===== src/pkg/clock_divisor_control_regs.svh =====
`ifndef CLOCK_DIVISOR_CONTROL_REGS_SVH
`define CLOCK_DIVISOR_CONTROL_REGS_SVH

// Register indices on the plain port (address counts 16-bit registers)
`define CLOCK_DIVISOR_CONTROL_ADDR_W 4
`define CLOCK_DIVISOR_CONTROL_CTRL_ADDR 4'h0
`define CLOCK_DIVISOR_CONTROL_FBD_ADDR 4'h1

// Clock divisor control field positions
`define CLOCK_DIVISOR_CONTROL_ROI_BIT 15
`define CLOCK_DIVISOR_CONTROL_RED_HI 14
`define CLOCK_DIVISOR_CONTROL_RED_LO 12
`define CLOCK_DIVISOR_CONTROL_REN_BIT 11
`define CLOCK_DIVISOR_CONTROL_OSC_HI 10
`define CLOCK_DIVISOR_CONTROL_OSC_LO 8
`define CLOCK_DIVISOR_CONTROL_POST_HI 7
`define CLOCK_DIVISOR_CONTROL_POST_LO 6
`define CLOCK_DIVISOR_CONTROL_PRE_HI 4
`define CLOCK_DIVISOR_CONTROL_PRE_LO 0

// Reset values
`define CLOCK_DIVISOR_CONTROL_ROI_RST 1'h0
`define CLOCK_DIVISOR_CONTROL_RED_RST 3'h3
`define CLOCK_DIVISOR_CONTROL_REN_RST 1'h0
`define CLOCK_DIVISOR_CONTROL_OSC_RST 3'h0
`define CLOCK_DIVISOR_CONTROL_POST_RST 2'h1
`define CLOCK_DIVISOR_CONTROL_PRE_RST 5'h00
`define CLOCK_DIVISOR_CONTROL_FBD_RST 9'h030

`endif


===== src/pkg/clock_divisor_control_pkg.sv =====
package clock_divisor_control_pkg;
  typedef logic [15:0] reg_word_t;
  typedef logic [6:0] ratio_t;
  typedef logic [5:0] prediv_t;
endpackage : clock_divisor_control_pkg


===== src/pkg/clock_divisor_control_cfg_if.sv =====
`timescale 1ns/1ps
// Decoded configuration fields passed to the ratio decoder
interface clock_divisor_control_cfg_if;
  logic [2:0] red_sel;
  logic red_en;
  logic [2:0] osc_sel;
  logic [1:0] post_sel;
  logic [4:0] pre_sel;
  clock_divisor_control_pkg::ratio_t proc_ratio;
  logic [4:0] osc_ratio;
  logic [3:0] post_ratio;
  clock_divisor_control_pkg::prediv_t pre_ratio;
  logic post_reserved;
  modport ctrl (output red_sel, red_en, osc_sel, post_sel, pre_sel,
    input proc_ratio, osc_ratio, post_ratio, pre_ratio, post_reserved);
  modport dec (input red_sel, red_en, osc_sel, post_sel, pre_sel,
    output proc_ratio, osc_ratio, post_ratio, pre_ratio, post_reserved);
endinterface : clock_divisor_control_cfg_if


===== src/rtl/clock_divisor_control_ratio_dec.sv =====
`timescale 1ns/1ps
// Pure decode of field codes into divide ratios
module clock_divisor_control_ratio_dec (
  clock_divisor_control_cfg_if.dec cfg
);
  // Processor ratio: 1:1 when disabled, else 2^code for codes up to 110
  always_comb begin
    if (!cfg.red_en) begin
      cfg.proc_ratio = 7'h01;
    end else begin
      case (cfg.red_sel)
        3'h1: cfg.proc_ratio = 7'h02;
        3'h2: cfg.proc_ratio = 7'h04;
        3'h3: cfg.proc_ratio = 7'h08;
        3'h4: cfg.proc_ratio = 7'h10;
        3'h5: cfg.proc_ratio = 7'h20;
        3'h6: cfg.proc_ratio = 7'h40;
        // 111 is beyond the map; treat as the largest ratio
        3'h7: cfg.proc_ratio = 7'h40;
        default: cfg.proc_ratio = 7'h01;
      endcase
    end
  end

  // Oscillator postscaler: codes above 100 saturate at 16
  always_comb begin
    case (cfg.osc_sel)
      3'h0: cfg.osc_ratio = 5'h01;
      3'h1: cfg.osc_ratio = 5'h02;
      3'h2: cfg.osc_ratio = 5'h04;
      3'h3: cfg.osc_ratio = 5'h08;
      default: cfg.osc_ratio = 5'h10;
    endcase
  end

  // PLL output divider; reserved code reported and decoded as 4
  always_comb begin
    cfg.post_reserved = 1'b0;
    case (cfg.post_sel)
      2'h0: cfg.post_ratio = 4'h2;
      2'h1: cfg.post_ratio = 4'h4;
      2'h3: cfg.post_ratio = 4'h8;
      default: begin
        cfg.post_ratio = 4'h4;
        cfg.post_reserved = 1'b1;
      end
    endcase
  end

  // Input prescaler is field plus two
  assign cfg.pre_ratio = {1'b0, cfg.pre_sel} + 6'h02;
endmodule : clock_divisor_control_ratio_dec


===== src/rtl/clock_divisor_pll_config.sv =====
`timescale 1ns/1ps
`include "clock_divisor_control_regs.svh"
module clock_divisor_pll_config (
  input wire logic clk_sys_i,
  input wire logic rst_i,
  input wire logic [`CLOCK_DIVISOR_CONTROL_ADDR_W-1:0] addr_i,
  input wire logic [15:0] wdata_i,
  input wire logic wr_i,
  input wire logic rd_i,
  output logic [15:0] rdata_o,
  input wire logic irq_event_i,
  output logic [6:0] proc_ratio_o,
  output logic [4:0] osc_ratio_o,
  output logic [3:0] post_ratio_o,
  output logic [5:0] pre_ratio_o,
  output logic [8:0] fbd_div_o,
  output logic post_reserved_o
);
  logic roi_q;
  logic [2:0] red_sel_q;
  logic red_en_q;
  logic [2:0] osc_sel_q;
  logic [1:0] post_sel_q;
  logic [4:0] pre_sel_q;
  logic [8:0] fbd_q;
  logic wr_ctrl;
  logic wr_fbd;
  logic [2:0] wr_red;
  logic wr_en_req;
  clock_divisor_control_pkg::reg_word_t ctrl_word;
  clock_divisor_control_pkg::reg_word_t fbd_word;
  clock_divisor_control_cfg_if cfg ();

  assign wr_ctrl = wr_i && (addr_i == `CLOCK_DIVISOR_CONTROL_CTRL_ADDR);
  assign wr_fbd = wr_i && (addr_i == `CLOCK_DIVISOR_CONTROL_FBD_ADDR);
  assign wr_red = wdata_i[`CLOCK_DIVISOR_CONTROL_RED_HI:`CLOCK_DIVISOR_CONTROL_RED_LO];
  assign wr_en_req = wdata_i[`CLOCK_DIVISOR_CONTROL_REN_BIT];

  // Plain fields, written freely
  always_ff @(posedge clk_sys_i or posedge rst_i) begin
    if (rst_i) begin
      roi_q <= `CLOCK_DIVISOR_CONTROL_ROI_RST;
      osc_sel_q <= `CLOCK_DIVISOR_CONTROL_OSC_RST;
      post_sel_q <= `CLOCK_DIVISOR_CONTROL_POST_RST;
      pre_sel_q <= `CLOCK_DIVISOR_CONTROL_PRE_RST;
    end else if (wr_ctrl) begin
      roi_q <= wdata_i[`CLOCK_DIVISOR_CONTROL_ROI_BIT];
      osc_sel_q <= wdata_i[`CLOCK_DIVISOR_CONTROL_OSC_HI:`CLOCK_DIVISOR_CONTROL_OSC_LO];
      post_sel_q <= wdata_i[`CLOCK_DIVISOR_CONTROL_POST_HI:`CLOCK_DIVISOR_CONTROL_POST_LO];
      pre_sel_q <= wdata_i[`CLOCK_DIVISOR_CONTROL_PRE_HI:`CLOCK_DIVISOR_CONTROL_PRE_LO];
    end
  end

  // Select locked while enable is set, judged on the old enable
  always_ff @(posedge clk_sys_i or posedge rst_i) begin
    if (rst_i) begin
      red_sel_q <= `CLOCK_DIVISOR_CONTROL_RED_RST;
    end else if (wr_ctrl && !red_en_q) begin
      red_sel_q <= wr_red;
    end
  end

  // Enable: interrupt clear wins over a write so the recovery is never lost.
  // Setting checks the select that will stand after this write.
  always_ff @(posedge clk_sys_i or posedge rst_i) begin
    if (rst_i) begin
      red_en_q <= `CLOCK_DIVISOR_CONTROL_REN_RST;
    end else if (roi_q && irq_event_i) begin
      red_en_q <= 1'b0;
    end else if (wr_ctrl) begin
      if (!wr_en_req) begin
        red_en_q <= 1'b0;
      end else if ((red_en_q ? red_sel_q : wr_red) != 3'h0) begin
        red_en_q <= 1'b1;
      end
    end
  end

  // Feedback divisor, 9 bits
  always_ff @(posedge clk_sys_i or posedge rst_i) begin
    if (rst_i) begin
      fbd_q <= `CLOCK_DIVISOR_CONTROL_FBD_RST;
    end else if (wr_fbd) begin
      fbd_q <= wdata_i[8:0];
    end
  end

  assign ctrl_word = {roi_q, red_sel_q, red_en_q, osc_sel_q, post_sel_q, 1'b0, pre_sel_q};
  assign fbd_word = {7'h00, fbd_q};

  // Read data one cycle after strobe; unmapped reads return zero
  always_ff @(posedge clk_sys_i or posedge rst_i) begin
    if (rst_i) begin
      rdata_o <= 16'h0000;
    end else if (rd_i) begin
      case (addr_i)
        `CLOCK_DIVISOR_CONTROL_CTRL_ADDR: rdata_o <= ctrl_word;
        `CLOCK_DIVISOR_CONTROL_FBD_ADDR: rdata_o <= fbd_word;
        default: rdata_o <= 16'h0000;
      endcase
    end else begin
      rdata_o <= 16'h0000;
    end
  end

  assign cfg.red_sel = red_sel_q;
  assign cfg.red_en = red_en_q;
  assign cfg.osc_sel = osc_sel_q;
  assign cfg.post_sel = post_sel_q;
  assign cfg.pre_sel = pre_sel_q;

  clock_divisor_control_ratio_dec u_dec (
    .cfg(cfg.dec)
  );

  // Ratios registered so the clock tree sees glitch-free values
  always_ff @(posedge clk_sys_i or posedge rst_i) begin
    if (rst_i) begin
      proc_ratio_o <= 7'h01;
      osc_ratio_o <= 5'h01;
      post_ratio_o <= 4'h4;
      pre_ratio_o <= 6'h02;
      fbd_div_o <= `CLOCK_DIVISOR_CONTROL_FBD_RST;
      post_reserved_o <= 1'b0;
    end else begin
      proc_ratio_o <= cfg.proc_ratio;
      osc_ratio_o <= cfg.osc_ratio;
      post_ratio_o <= cfg.post_ratio;
      pre_ratio_o <= cfg.pre_ratio;
      fbd_div_o <= fbd_q;
      post_reserved_o <= cfg.post_reserved;
    end
  end

  // Assertions
  select_lock_a: assert property (@(posedge clk_sys_i) disable iff (rst_i)
    red_en_q |=> $stable(red_sel_q))
    else $error("select changed while enable set");
  zero_sel_a: assert property (@(posedge clk_sys_i) disable iff (rst_i)
    red_en_q |-> red_sel_q != 3'h0)
    else $error("enable set with zero select");
  irq_clear_a: assert property (@(posedge clk_sys_i) disable iff (rst_i)
    (roi_q && irq_event_i) |=> !red_en_q ##1 proc_ratio_o == 7'h01)
    else $error("interrupt did not restore 1:1");
  one_one_a: assert property (@(posedge clk_sys_i) disable iff (rst_i)
    !red_en_q |=> proc_ratio_o == 7'h01)
    else $error("ratio not 1:1 with enable clear");
  div_two_a: assert property (@(posedge clk_sys_i) disable iff (rst_i)
    (red_en_q && red_sel_q == 3'h1) |=> proc_ratio_o == 7'h02)
    else $error("code 001 not divide by 2");
  div_map_a: assert property (@(posedge clk_sys_i) disable iff (rst_i)
    (red_en_q && red_sel_q inside {[3'h2:3'h6]}) |=> proc_ratio_o == (7'h01 << $past(red_sel_q)))
    else $error("reduction map wrong");
  osc_map_a: assert property (@(posedge clk_sys_i) disable iff (rst_i)
    osc_sel_q <= 3'h4 |=> osc_ratio_o == (5'h01 << $past(osc_sel_q)))
    else $error("oscillator postscaler wrong");
  pre_map_a: assert property (@(posedge clk_sys_i) disable iff (rst_i)
    1'b1 |=> pre_ratio_o == {1'b0, $past(pre_sel_q)} + 6'h02)
    else $error("prescaler wrong");
  fbd_zero_a: assert property (@(posedge clk_sys_i) disable iff (rst_i)
    (rd_i && addr_i == `CLOCK_DIVISOR_CONTROL_FBD_ADDR) |=> rdata_o[15:9] == 7'h00)
    else $error("feedback upper bits not zero");
  post_map_a: assert property (@(posedge clk_sys_i) disable iff (rst_i)
    post_sel_q == 2'h3 |=> post_ratio_o == 4'h8)
    else $error("output divider code 11 wrong");

  // A refused enable must leave the bit clear; the interrupt case needs no exclusion
  // because the clear wins there anyway
  reject_set_a: assert property (@(posedge clk_sys_i) disable iff (rst_i)
    (wr_ctrl && wr_en_req && !red_en_q && wr_red == 3'h0) |=> !red_en_q)
    else $error("enable set although select was zero");

  // With enable clear the new select must be taken, not only held
  select_take_a: assert property (@(posedge clk_sys_i) disable iff (rst_i)
    (wr_ctrl && !red_en_q) |=> red_sel_q == $past(wr_red))
    else $error("select write lost while enable clear");

  // Lower nine bits of the feedback read carry the stored divisor
  fbd_read_a: assert property (@(posedge clk_sys_i) disable iff (rst_i)
    (rd_i && addr_i == `CLOCK_DIVISOR_CONTROL_FBD_ADDR) |=> rdata_o[8:0] == $past(fbd_q))
    else $error("feedback divisor read wrong");

  // Output divider codes 00 and 01
  post_low_a: assert property (@(posedge clk_sys_i) disable iff (rst_i)
    post_sel_q == 2'h0 |=> post_ratio_o == 4'h2)
    else $error("output divider code 00 wrong");
  post_mid_a: assert property (@(posedge clk_sys_i) disable iff (rst_i)
    post_sel_q == 2'h1 |=> post_ratio_o == 4'h4)
    else $error("output divider code 01 wrong");

  // Codes past 100 saturate so the tree never sees a zero ratio
  osc_sat_a: assert property (@(posedge clk_sys_i) disable iff (rst_i)
    osc_sel_q > 3'h4 |=> osc_ratio_o == 5'h10)
    else $error("oscillator postscaler not saturated");

  // Feedback output follows the register one edge later
  fbd_out_a: assert property (@(posedge clk_sys_i) disable iff (rst_i)
    1'b1 |=> fbd_div_o == $past(fbd_q))
    else $error("feedback divisor output stale");

  // Select 111 is outside the map; it is held at the largest ratio
  sel_top_a: assert property (@(posedge clk_sys_i) disable iff (rst_i)
    (red_en_q && red_sel_q == 3'h7) |=> proc_ratio_o == 7'h40)
    else $error("select 111 not at largest ratio");

  // Main scenarios
  enable_cov: cover property (@(posedge clk_sys_i) disable iff (rst_i) $rose(red_en_q));
  irq_cov: cover property (@(posedge clk_sys_i) disable iff (rst_i)
    red_en_q && roi_q && irq_event_i);
  reject_cov: cover property (@(posedge clk_sys_i) disable iff (rst_i)
    wr_ctrl && wr_en_req && !red_en_q && wr_red == 3'h0);
  reserved_cov: cover property (@(posedge clk_sys_i) disable iff (rst_i)
    post_sel_q == 2'h2);
  lock_cov: cover property (@(posedge clk_sys_i) disable iff (rst_i)
    wr_ctrl && red_en_q && wr_red != red_sel_q);
endmodule : clock_divisor_pll_config


===== config.mk =====
export PLATFORM = sky130hd
export DESIGN_NAME = clock_divisor_pll_config
export DESIGN_NICKNAME = d
export VERILOG_FILES = /design/src/pkg/clock_divisor_control_pkg.sv /design/src/pkg/clock_divisor_control_cfg_if.sv /design/src/rtl/clock_divisor_control_ratio_dec.sv /design/src/rtl/clock_divisor_pll_config.sv
export VERILOG_INCLUDE_DIRS = /design/src /design/src/pkg
export SDC_FILE = /design/constraint.sdc
export NUM_CORES = 1
export LEC_CHECK = 0
export BUFFER_PORTS_ARGS = -buffer_cell sky130_fd_sc_hd__buf_2
export CELL_PAD_IN_SITES_DETAIL_PLACEMENT = 1
export CELL_PAD_IN_SITES_GLOBAL_PLACEMENT = 2
export CORE_ASPECT_RATIO = 1.25
export CORE_MARGIN = 1
export CORE_UTILIZATION = 31
export CTS_CLUSTER_SIZE = 14
export DETAILED_ROUTE_END_ITERATION = 16
export GPL_TIMING_DRIVEN = 0
export PLACE_DENSITY = 0.75
export RECOVER_POWER = 50
export SLEW_MARGIN = 20
export SYNTH_ARGS = -nofsm -noshare
export SYNTH_HDL_FRONTEND = slang
export SYNTH_SLANG_ARGS = --single-unit

===== constraint.sdc =====
create_clock -name clk_sys_i -period 2.2 [get_ports clk_sys_i]
set_clock_uncertainty 0.15 [all_clocks]
set_input_delay 0.22 -clock clk_sys_i [delete_from_list [all_inputs] [get_ports clk_sys_i]]
set_output_delay 0.22 -clock clk_sys_i [all_outputs]
set_load 0.02 [all_outputs]

# Word-level counts from Yosys, hierarchy flattened
# Cells that the tools add are included.
# totals
reg_bits	72
latchBits	0
ramBits	0
rom_bits	0
input_bits	25
out_inout_bits	48
word_cells	54
memories	0
# classes
n_addsub	1
mul	0
div	0
n_lt_le_gt_ge	0
eq_ne	14
shifts	0
muxes	12
n_bitwise	0
n_reduce_logical	13
# op_table
cell	n
case mux 7 bit (6 select lines)	1
case mux 16 bit (2 select lines)	1
case mux 5 bit (4 select lines)	1
2-to-1 mux 16 bit	1
== test 3 x 2 -> 1 bit (second input constant)	4
== test 3 bit (second input constant)	4
case mux 4 bit (2 select lines)	1
2-to-1 mux 7 bit	1
adder 5 x 2 -> 6 bit (second input constant)	1
== test 3 x 1 -> 1 bit (second input constant)	2
2-to-1 mux 1 bit	5
== test 4 x 1 -> 1 bit (second input constant)	1
logical AND 1 bit	4
zero test 4 bit	1
zero test 3 bit	1
2-to-1 mux 3 bit	1
!= test 3 x 1 -> 1 bit (second input constant)	1
nonzero test 3 bit	1
OR reduction 3 bit	1
== test 2 x 1 -> 1 bit (second input constant)	1
== test 2 bit (second input constant)	1
zero test 2 bit	1
AND reduction 2 bit	1
nonzero test 2 bit	1
other kinds (2)	2

# Longest topological paths before layout
# depth
depth_word	6
depth_mapped	4

# Modules after synthesis
# A second synthesis with hierarchy kept.
# unflattened
cells_unflattened	157
area_unflattened_um2	2528.7
# by_module_without_submodules
mod	instances	cells_per_inst	area_per_inst_um2	seq_area_each_um2
clock_divisor_pll_config	1	127	2329.7	1815.5
clock_divisor_control_ratio_dec	1	30	198.9	0.0

# Worst setup path after synthesis
# OpenSTA, ideal clock, no wires.
# synth_timing
path_kind	input-to-reg
from	input port addr_i[3]
to	register osc_sel_q[0] (netlist: cfg.osc_sel[0])
setup_ns	0.128
t_arrival_ns	1.072
setup_slack_ns	0.850
stages	4
n_path_buf	1
path_cell_list	nor3b_2 nand2_1 buf_2 mux2_1
# synth_between
elab_chain_cells	2
# synth_rtl
element	line_no	rtl
start, declared	clock_divisor_pll_config.sv:6	input wire logic [`CLOCK_DIVISOR_CONTROL_ADDR_W-1:0] addr_i,
zero test 4 bit	n/a	
logical AND 1 bit	clock_divisor_pll_config.sv:34	assign wr_ctrl = wr_i && (addr_i == `CLOCK_DIVISOR_CONTROL_CTRL_ADDR);
end signal, assigned	clock_divisor_pll_config.sv:43	osc_sel_q <= `CLOCK_DIVISOR_CONTROL_OSC_RST;
end signal, assigned	clock_divisor_pll_config.sv:48	osc_sel_q <= wdata_i[`CLOCK_DIVISOR_CONTROL_OSC_HI:`CLOCK_DIVISOR_CONTROL_OSC_LO];
end, declared	clock_divisor_pll_config.sv:22	logic [2:0] osc_sel_q;
# Every way passes these cells.
# A chain may end at the register's enable or synchronous reset.

==> qor.tcl <==
set qor(run_status) {completed}
set qor(cts.htree.levels) 3
set qor(maxSlewHeadroom_pct) 15.7
set qor(synth_cells) 155
set qor(die-height_microns) 102
set qor(crit_fanout) 44
set qor(hold_buffers) 17
set qor(insertion_delay_ps) 330
set qor(vdd_drop_max_mv) 0.419
set qor(final_min_period_over_clock_period_pct) 75.6
set qor(diodes) 0
set qor(fin_area_sq_um) 3340
set qor(ys_types) 32
set qor(drv_slew) 0
set qor(synth-async-reset-ratio_pct) 100
set qor(post_cts_resize_count) 0
set qor(yosys_register_bits) 71
set qor(most-common-layout-cells) {71 x buf_2, 60 x dfrtp_1, 17 x mux2_1, 17 x dlygate4sd3_1, 10 x clkbuf_8}
set qor(final_core_util_pct) 42.8
set qor(post_cts_buffers) 0
set qor(commonest_non_fill_non_tap_cell_in_the_layout) {buf_2}
set qor(number_of_global_route_vias_before_repair) 1690
set qor(whs_ps) 37.6
set qor(gpl.final_weighted_congestion) 0.762
set qor(fp.dieW_microns) 82.2
set qor(powerDensity_nw_per_um2) 966
set qor(placement.io_buffers) 71
set qor(dr_total_vias) 1557
set qor(synth_xor_area_share_pct) 0.702
set qor(remaining_drc_errors) 0
set qor(clockBufferDepth) 2
set qor(synth_compound_area_share_pct) 3.11
set qor(clock_sinks) 71
set qor(critical_path.slowest_cell) {clkinvlp_2}
set qor(main_combinational_cell_family_by_area_after_synthesis) {multiplexers}
set qor(total_die_area_sq_um) 8410
set qor(finalNetCount) 284
set qor(timing.setup.tns_ps) 0
set qor(dpl-instance-area_sq_um) 2990
set qor(max_stage_delay_ps) 730
set qor(hold_path.class) {primary input to flip-flop}
set qor(post_synthesis_simple_gate_area_fraction_pct) 9.78
set qor(finalSetupViolations) 0
set qor(root_buffer) {clkbuf_8}
set qor(place_hpwl_mm) 3.64
set qor(synth.net_count) 184
set qor(synth_seq_area_share_pct) 71.8
set qor(grt_pass1_wl_mm) 8.62
set qor(wl_per_cell_microns) 14.9
set qor(detail_route.iter0.violations) 29
set qor(routed_wl_mm) 5.29
set qor(layoutNonFillerInstCount) 354
set qor(clk_transition_reported_paths_ps) 70
set qor(dp_worst_setup_slack_ps) 449
set qor(kind_of_start_point_of_the_critical_path) {primary input}
set qor(antenna_found_initial) 0
set qor(route.detailed.vias_per_inst) 4.40
set qor(placed_cells_incl_taps) 322
set qor(worst_slack_setup_final_ps) 537
set qor(cts_tree) {built}
set qor(design.core.area_sq_um) 7790
set qor(synth_area_per_cell_sq_um) 16.1
set qor(cp_cell_instances) {dlygate4sd3_1, buf_2, clkinvlp_2, buf_12}
set qor(grtUsageTotal_pct) 14.7
set qor(synth-edff-count) 0
set qor(critPathCaptureType) {async pin}
set qor(max_freq_mhz) 601
set qor(p_leak_nw) 1.70
set qor(row_count) 36
set qor(synth_adder_area_share_pct) 2.01
set qor(hold_viol) 0
set qor(grt_max_degree) 45
set qor(initial_cell_density_of_the_core_pct) 32.0
set qor(antenna_left) 0
set qor(critPathArrivalTime_ps) 1960
set qor(fin_crit_ps) 1660
set qor(grt_overflow_total) 0
set qor(yosys_warnings) 0
set qor(syn_to_final_growth_pct) 33.8
set qor(synth_top_flop_cell) {dfrtp_1}
set qor(grt_setup_unrepaired) {false}
set qor(yosys-mux-area-fraction_pct) 10.8
set qor(maxCapViolations) 0
set qor(fillCellCount) 833
set qor(i_o_pins) 73
set qor(num_cts_buffers) 9
set qor(worst_endpoint_required_time_ps) 2500
set qor(netlist_area_sq_um) 2490
set qor(power.total_mw) 3.22
set qor(path_class) {primary input to async pin}
set qor(first_pass_iters) 4
set qor(layout_cell_share_with_drive_strength_beyond_1_pct) 39.4
set qor(worstMarginPinSlew_ps) 1260
## synth_stat cells (2+ instances only)
cell type | count | area, sq um
dfrtp_1 | 60 | 1500
mux2_1 | 17 | 191
dfstp_2 | 11 | 289
a22o_1 | 8 | 70.1
and2_1 | 8 | 50.1
mux2_2 | 6 | 67.6
nor2_1 | 5 | 18.8
ha_1 | 4 | 50.1
inv_1 | 4 | 15.0
nand2_1 | 4 | 15.0
nand2b_1 | 3 | 18.8
and3_1 | 2 | 12.5
nand3_1 | 2 | 10.0
nor3_1 | 2 | 10.0
nor3b_1 | 2 | 15.0
## final timing paths
kind                                  start               to  cells past startpoint  slack, ps
worst max-delay path                  rst_i   osc_ratio_o[0]                      4        540
worst min-delay path            irq_event_i       cfg.red_en                      4         40
worst max register to register   cfg.red_en       cfg.red_en                      3        750
worst min register to register     fbd_q[4]     fbd_div_o[4]                      0        230
max in group clk_sys_i            addr_i[3]   cfg.pre_sel[1]                      5        580
min in group asynchronous             rst_i  post_ratio_o[1]                      3        540
## registers in the layout, summed over array words and instances, names as in the netlist
name,cells
rdata_o,16
fbd_div_o,9
fbd_q,9
proc_ratio_o,7
pre_ratio_o,6
cfg.pre_sel,5
osc_ratio_o,5
cfg.osc_sel,3
cfg.red_sel,3
post_ratio_o,3
cfg.post_sel,2
cfg.red_en,1
post_reserved_o,1
roi_q,1
## power breakdown
part / internal (mW) / switching (mW) / total, mW
sequential: 1.56 / 0.142 / 1.70
clock: 0.551 / 0.433 / 0.984
combinational: 0.228 / 0.312 / 0.540
total: 2.33 / 0.888 / 3.22
## metal layers
layer  routed length, microns  vias up  global-route usage, %
met3                      224       10                   3.57
met2                     2700       43                   23.1
met5                        0        -                      0
met4                      126        0                   10.9
met1                     2240      774                   17.1
li1                         -      730                      -
## worst max-delay path: cells and delay by family
family / cells / cell delay, ps
buf+inv: 4 / 1720
## logic make-up after synthesis
family,Yosys count
AND/OR/NAND/NOR,36
XOR/XNOR,2
flip-flops,71
buffers and inverters,8
other,1
multiplexers,24
AO/OA/AOI/OAI,9
adder cells (fa/ha/maj),4
## final cells by class
type                            count  area (sq um)  share of cell area, %
Buffer                              4          27.5                  0.825
Clock inverter                      1          30.0                  0.900
Multi-Input combinational cell     76           657                   19.7
Timing Repair Buffer               89           544                   16.3
Sequential cell                    71          1790                   53.7
Inverter                            4          16.3                  0.487
Tap cell                           95           119                   3.56
Clock buffer                       14           153                   4.57
Note: power is estimated with default switching activity, not from simulation.
